--- src/rtl/tugsc_pkg.sv ---
// Purpose: shared constants for the trigger unit global status bank
// Assumes: apb word access, one register per aligned 32-bit word
// Notes: printed offsets are register indices; byte address is index * 4
package tugsc_pkg;
  // ==========================================================
  // register indices and byte addresses
  localparam int unsigned ADDR_W = 14;
  localparam logic [11:0] IDX_ERROR = 12'h200;
  localparam logic [11:0] IDX_ACTIVE = 12'h202;
  localparam logic [11:0] IDX_DONE = 12'h204;
  localparam logic [11:0] IDX_ENABLE = 12'h206;
  localparam logic [11:0] IDX_SRST = 12'h208;
  localparam logic [11:0] IDX_MASK = 12'h20C;
  localparam logic [11:0] IDX_PEND = 12'h20E;
  localparam logic [13:0] ADR_ERROR = {IDX_ERROR, 2'h0};
  localparam logic [13:0] ADR_ACTIVE = {IDX_ACTIVE, 2'h0};
  localparam logic [13:0] ADR_DONE = {IDX_DONE, 2'h0};
  localparam logic [13:0] ADR_ENABLE = {IDX_ENABLE, 2'h0};
  localparam logic [13:0] ADR_SRST = {IDX_SRST, 2'h0};
  localparam logic [13:0] ADR_MASK = {IDX_MASK, 2'h0};
  localparam logic [13:0] ADR_PEND = {IDX_PEND, 2'h0};
  // ==========================================================
  // field layout and reset values
  localparam int unsigned UNITS_MAX = 12;
  localparam int unsigned SUMMARY_BIT = 16;
  localparam logic [11:0] FLAGS_RESET = 12'h000;
endpackage : tugsc_pkg

--- src/rtl/tugsc_bank.sv ---
// Purpose: global status and control bank for the trigger output units
// Assumes: single clock mclk, synchronous active high rst, apb slave
// Notes: zero wait states; read data is captured in the setup cycle
// Notes: mask and pending words sit in reserved space next to the bank
// Notes: units outside this block own time compare and pulse shaping
//
// Our own choice: the APB register port.
`timescale 1ns/1ns
module tugsc_bank #(
  parameter int unsigned NU = 12 // number of trigger units served
) (
  input wire logic mclk,
  input wire logic rst,
  input wire logic psel,
  input wire logic penable,
  input wire logic pwrite,
  input wire logic [tugsc_pkg::ADDR_W-1:0] paddr,
  input wire logic [31:0] pwdata,
  output logic [31:0] prdata,
  output logic pready,
  output logic pslverr,
  input wire logic [NU-1:0] unit_fire, // pulse: unit made its trigger
  input wire logic [NU-1:0] unit_late, // level: target time already past
  input wire logic [NU-1:0] event_notify_option, // per-unit notify
  output logic [NU-1:0] unit_enable, // run permission to each unit
  output logic [NU-1:0] unit_soft_reset, // one-cycle unit reset pulse
  output logic [NU-1:0] unit_active, // per-unit active status
  output logic trigger_status, // sticky summary of any unit event
  output logic irq // level interrupt to the host
);
  // ==========================================================
  // elaboration check
  // a count above twelve would spill into the reserved bits
  if (NU < 1 || NU > tugsc_pkg::UNITS_MAX) begin : g_bad_nu
    $error("unit count out of range");
  end

  // ==========================================================
  // state
  // one packed word so every flag is reset and registered together
  typedef struct packed {
    logic [NU-1:0] en; // unit enable bits
    logic [NU-1:0] err; // unit error flags
    logic [NU-1:0] done; // unit done flags
    logic [NU-1:0] srst; // soft reset bits, live one cycle
    logic [NU-1:0] mask; // trigger_irq_mask
    logic [NU-1:0] pend; // trigger_irq_pending per unit
    logic summ; // summary status bit
    logic [31:0] rdata; // read data captured in setup
  } tugsc_state_s;

  tugsc_state_s st; // registered state
  tugsc_state_s next_st; // next state
  logic [NU-1:0] wd; // write data for the unit bits
  logic [NU-1:0] fire_ok; // trigger accepted from an enabled unit
  logic [NU-1:0] late_ok; // new error condition
  logic [NU-1:0] done_set; // new done event
  logic [NU-1:0] evt; // any unit event this cycle
  logic wr; // write access phase
  logic rd_setup; // read setup phase
  logic hit_any; // address decodes to a register

  // ==========================================================
  // decode and unit events
  // pure decode of the bus request and the raw unit inputs,
  // kept apart so the next-state process stays readable
  always_comb begin
    wd = pwdata[NU-1:0];
    wr = psel && penable && pwrite;
    rd_setup = psel && !penable && !pwrite;
    // only the seven mapped words answer without an error
    hit_any = (paddr == tugsc_pkg::ADR_ERROR) ||
              (paddr == tugsc_pkg::ADR_ACTIVE) ||
              (paddr == tugsc_pkg::ADR_DONE) ||
              (paddr == tugsc_pkg::ADR_ENABLE) ||
              (paddr == tugsc_pkg::ADR_SRST) ||
              (paddr == tugsc_pkg::ADR_MASK) ||
              (paddr == tugsc_pkg::ADR_PEND);
    // a unit in reset or disabled cannot report anything
    fire_ok = unit_fire & st.en & ~st.srst;
    late_ok = unit_late & event_notify_option & st.en & ~st.err &
              ~st.srst;
    done_set = fire_ok & event_notify_option;
    evt = done_set | late_ok;
  end

  // ==========================================================
  // next state
  // updates are layered in priority order: software writes first,
  // hardware sets after them, a live soft reset last of all
  always_comb begin
    next_st = st;
    next_st.srst = '0;
    // enable: software writes, trigger clears
    if (wr && paddr == tugsc_pkg::ADR_ENABLE) begin
      next_st.en = wd;
      next_st.err = st.err & wd;
    end
    next_st.en = next_st.en & ~fire_ok;
    // error set wins over a same-cycle clearing write
    next_st.err = next_st.err | late_ok;
    // done is write-one-to-clear, zeros leave it alone
    if (wr && paddr == tugsc_pkg::ADR_DONE) begin
      next_st.done = st.done & ~wd;
    end
    next_st.done = next_st.done | done_set;
    if (wr && paddr == tugsc_pkg::ADR_SRST) begin
      next_st.srst = wd;
    end
    // interrupt mask, plain read and write
    if (wr && paddr == tugsc_pkg::ADR_MASK) begin
      next_st.mask = wd;
    end
    // pending word: unit bits and summary are write-one-to-clear,
    // and a unit event in the same cycle wins over the clear
    if (wr && paddr == tugsc_pkg::ADR_PEND) begin
      next_st.pend = st.pend & ~wd;
      if (pwdata[tugsc_pkg::SUMMARY_BIT]) begin
        next_st.summ = 1'h0;
      end
    end
    next_st.pend = next_st.pend | evt;
    next_st.summ = next_st.summ | (|evt);
    // a pending soft reset returns its units to idle defaults;
    // this stops a looping cascade because the unit loses enable
    next_st.en = next_st.en & ~st.srst;
    next_st.err = next_st.err & ~st.srst;
    next_st.done = next_st.done & ~st.srst;
    // read data is fetched in setup so it stands through access
    if (rd_setup) begin
      // zero first so bits above the unit count read zero, except the summary bit of the pending word
      next_st.rdata = '0;
      unique case (paddr)
        tugsc_pkg::ADR_ERROR: next_st.rdata[NU-1:0] = st.err;
        tugsc_pkg::ADR_ACTIVE:
          next_st.rdata[NU-1:0] = st.en & ~st.err;
        tugsc_pkg::ADR_DONE: next_st.rdata[NU-1:0] = st.done;
        tugsc_pkg::ADR_ENABLE: next_st.rdata[NU-1:0] = st.en;
        tugsc_pkg::ADR_SRST: next_st.rdata[NU-1:0] = st.srst;
        tugsc_pkg::ADR_MASK: next_st.rdata[NU-1:0] = st.mask;
        tugsc_pkg::ADR_PEND: begin
          next_st.rdata[NU-1:0] = st.pend;
          next_st.rdata[tugsc_pkg::SUMMARY_BIT] = st.summ;
        end
        default: next_st.rdata = '0; // unmapped reads zero
      endcase
    end
  end

  // ==========================================================
  // registers
  // synchronous reset: every flag, mask and pending bit returns
  // to zero, so the host sees a quiet bank after reset
  always_ff @(posedge mclk) begin
    if (rst) begin
      st <= '0;
    end else begin
      st <= next_st;
    end
  end

  // ==========================================================
  // outputs
  assign prdata = st.rdata;
  assign pready = 1'h1; // never waits, access phase is one cycle
  assign pslverr = psel && penable && !hit_any;
  // enable is masked by a live soft reset, so a unit never runs
  // in the cycle in which its reset pulse stands
  assign unit_enable = st.en & ~st.srst;
  assign unit_soft_reset = st.srst;
  assign unit_active = st.en & ~st.err;
  assign trigger_status = st.summ;
  // level interrupt: stays high until software clears pending or the mask bit
  assign irq = |(st.pend & st.mask);
endmodule : tugsc_bank

--- config.mk ---
export PLATFORM = sky130hd
export DESIGN_NAME = tugsc_bank
export DESIGN_NICKNAME = d
export VERILOG_FILES = /design/src/rtl/tugsc_pkg.sv /design/src/rtl/tugsc_bank.sv
export SDC_FILE = /design/constraint.sdc
export NUM_CORES = 1
export LEC_CHECK = 0
export BUFFER_PORTS_ARGS = -buffer_cell sky130_fd_sc_hd__buf_2
export CORE_MARGIN = 4
export CORE_UTILIZATION = 46
export CTS_BUF_LIST = sky130_fd_sc_hd__clkbuf_16
export CTS_CLUSTER_DIAMETER = 120
export DETAILED_ROUTE_END_ITERATION = 7
export PLACE_DENSITY = 0.77
export SETUP_SLACK_MARGIN = 0.2
export SYNTH_ARGS = -nofsm -noshare
export SYNTH_HDL_FRONTEND = slang
export SYNTH_SLANG_ARGS = --single-unit
--- constraint.sdc ---
create_clock -name mclk -period 2.2 [get_ports mclk]
set_input_delay 0.44 -clock mclk [delete_from_list [all_inputs] [get_ports mclk]]
set_output_delay 0.44 -clock mclk [all_outputs]
set_load 0.005 [all_outputs]
==> flow_summary_export.csv <==
group,metric,value,unit
clock_tree,clock_sinks,86,
pwr,leakage,2.390,nW
place,numPortBuffers,119,
setup_path,endpoint,"pslverr",
synthesis,synthArstFlopShare,0,
setup_path,rr_worst_depth,5,
sta,setup_viol,0,
synthesis,synth-seq-cells,86,
sta,maxSlewViolCount,0,
setup_path,max_stage_delay,0.47,ns
clock_tree,cts_setup_buffers,0,
layout,final_layout_size_suffix_gt1_frac,0.2951,
synthesis,synth_area_leaders,"dfxtp_1 (36%), buf_4 (7.4%), o21ai_0 (6.1%), nor2b_1 (4.7%), nand2_1 (3.6%)",
clock_tree,cts_hold_buf,0,
drt,first_pass_iters,5,
min_path,min_from,"event_notify_option[3]",
setup_path,crit_family,"simple AND/OR/NAND/NOR gates",
pwr,irDropWorstVdd,0.4447,mV
sta,relSlewSlack,0.3789,
die,die_x,110.1,um
setup_path,crit_path_start_kind,"primary input",
setup_path,worst-path-buf-inv,2,
place,place_hpwl,11420,um
sta,worstMarginPinSlew,0.9283,ns
setup_path,crit_cells,6,
global_route,antenna_found_initial,0,
pwr,internal_power,2.520,mW
synthesis,synth.distinct_cells,48,
global_route,grt_max_degree,45,
synthesis,synth_top_area_cell,"dfxtp_1",
pwr,p_per_area,569.9,nW/um2
die,core-area,10230,um2
layout,nNetsFinal,780,
layout,syn2layout_area_growth,21.14,%
sta,rsz0062_at_grt,"true",
layout,fill_cells,933,
outcome,outcome,"completed",
clock_tree,numCtsBuffers,9,
die,ios,159,
synthesis,ys.flop_type,"dfxtp_1",
synthesis,syn_area,4795,um2
setup_path,cp.required,1.76,ns
clock_tree,clk_latency,0.35,ns
global_route,grt_pass1_vias,4575,
synthesis,synth-warning-count,0,
drt,wl_per_cell,18.17,um
sta,period_needed,2.054,ns
synthesis,seq_area_frac_synth,0.3591,
clock_tree,clkTransAtPathRegs,0.07,ns
synthesis,synth_top_area_frac,0.3591,
global_route,track_usage,0.2513,
min_path,hold_path_class,"in -> reg",
clock_tree,clock-root-buffer,"clkbuf_16",
die,rows,37,
synthesis,avgSynthCellArea,8.238,um2
place,gp_congestion,0.9671,
setup_path,r2r-start,"st[92]",
die,start_util,0.4686,
pwr,p_seq_frac,0.470,
setup_path,rrSetupSlack,0.68,ns
pwr,p_sw,790.1,uW
pwr,p_comb_frac,0.075,
pwr,clkPwrFrac,0.455,
sta,whs,0.3660,ns
clock_tree,clockBufferDepth,2,
pwr,switching_share,0.2387,
die,die_h,110.1,um
sta,post-route-period-util,0.9336,
die,dieArea,12120,um2
drt,drt_iter0_markers,466,
sta,hold_viol,0,
setup_path,crit_fanout,2,
drt,route.detailed.drc,0,
layout,antenna_cells,0,
clock_tree,cts_tree,"done",
synthesis,netlist_instances,582,
clock_tree,cts_max_level,3,
sta,fin_skew,0.006987,ns
global_route,grt_pass1_wl,23260,um
drt,ant_nets,0,
drt,vias,4828,
sta,max_freq,486.9,MHz
drt,drt-total-wl,15150,um
drt,via_per_inst,5.789,
setup_path,cp-startpoint,"paddr[13]",
setup_path,critPathSlowestCell,"or4_4",
setup_path,cp-end-kind,"output port",
job,drv_cap,0,
synthesis,synth-edff-count,0,
setup_path,arrival,1.61,ns
setup_path,path_class,"in -> out",
layout,final_cell_area,5808,um2
setup_path,r2r_end,"trigger_status",
global_route,overflow,0,
setup_path,worst_path_most_repeated_cell,"buf_2",
place,placed_cell_area,5499,um2
setup_path,crit_chain,"buf_2 > or2_1 > or4_4 > nor4_4 > nor2_1 > buf_2",
-- per-stage QoR --
step	worst slack, ns	std cells	utilization	TNS [ns]	total power [mW]
after floorplan	0.07967	600	-	0	1.723
after global placement	-0.01520	818	0.5375	-0.01520	1.825
after detailed placement	-0.02060	818	0.5375	-0.02060	1.831
after CTS	0.1423	834	0.5677	0	3.317
after global routing	0.09581	834	0.5677	0	3.405
final	0.1460	834	0.5677	0	3.310
-- kinds of logic after synthesis --
| family | share of synthesized area |
|---|---|
| buf+inv | 0.1156 |
| other cells | 0.001566 |
| compound gates | 0.2336 |
| simple gates | 0.2432 |
| flops | 0.3591 |
| mux | 0.04697 |
-- worst min-delay path by stage --
stage               slack (ns)        end  cells past startpoint
floorplan                 0.43  prdata[2]                      2
global route              0.37     st[88]                      3
CTS                       0.36     st[88]                      3
global placement          0.44  prdata[2]                      2
finish                    0.37     st[84]                      3
detailed placement        0.44  prdata[2]                      2
-- per-layer routing --
layer,GRT usage,share of wire,vias up
met1,0.3198,0.41,2313
met2,0.4250,0.49,208
met5,0,0,-
li1,-,-,2276
met4,0.09235,0.021,0
met3,0.04543,0.077,31
-- worst min-delay path, cell delays in order --
cell and delay (ns):
buf_2 0.10, nand3_1 0.06, a211oi_1 0.06
-- placed cells by master, fill, tap and decap left out, drive strengths merged, types with 2 or more instances in the layout --
master,n
clkbuf,9
nor2b,36
or2,2
a221oi,3
nand4,6
a211o,4
inv,22
a211oi,20
or3,2
nand3,27
buf,157
a22oi,20
nor4bb,2
and3,2
o2bb2ai,7
and3b,13
nor4,14
nor2,33
nand2,46
mux4,4
or4b,2
a221o,2
nor4b,2
o21ai,58
clkinv,5
o211ai,7
or4,3
and2,3
mux2i,9
a22o,11
mux2,4
dfxtp,86
a21oi,33
nor3,17
nand2b,2
conb,20
-- synth_stat cells, types with 6 or more instances --
cell type	instances
inv_1	22
a22oi_2	10
nor4_1	12
nor2b_1	36
a22oi_1	10
nor2_1	33
a211oi_1	20
clkbuf_1	20
mux2i_1	9
a22o_1	11
nand4_1	6
o21ai_0	58
a21oi_1	33
buf_4	47
dfxtp_1	86
nand2_1	46
and3b_1	13
nor3_1	16
o2bb2ai_1	7
o211ai_1	7
nand3_1	27
-- state kept, by name, summed over array words and instances (netlist names) --
name             flops
prdata              13
st                  60
trigger_status       1
unit_soft_reset     12
-- power by group through the flow --
stage               Sequential, mW  Clock [mW]  Combinational (mW)
global placement              1.59           0               0.233
finish                        1.56        1.51               0.248
detailed placement            1.59           0               0.239
global route                  1.56        1.58               0.269
CTS                           1.56        1.52               0.242
floorplan                     1.59           0               0.132
-- layout make-up --
type / count / area (um2) / area share
clock buffer: 9 / 225.2 / 0.03878
sequential: 86 / 1722 / 0.2964
multi-input combinational: 417 / 2650 / 0.4563
timing repair buffer: 157 / 893.4 / 0.1538
inverter: 22 / 82.58 / 0.01422
tap: 136 / 170.2 / 0.02930
clock inverter: 7 / 65.06 / 0.01120
-- what timing repair did --
item / CTS / global route
gates resized for setup: 3 / 0
hold endpoints to repair: 0 / 0
pin swaps: 1 / 0
setup endpoints to repair: 2 / 1
Power figures use the tool's default switching activity.
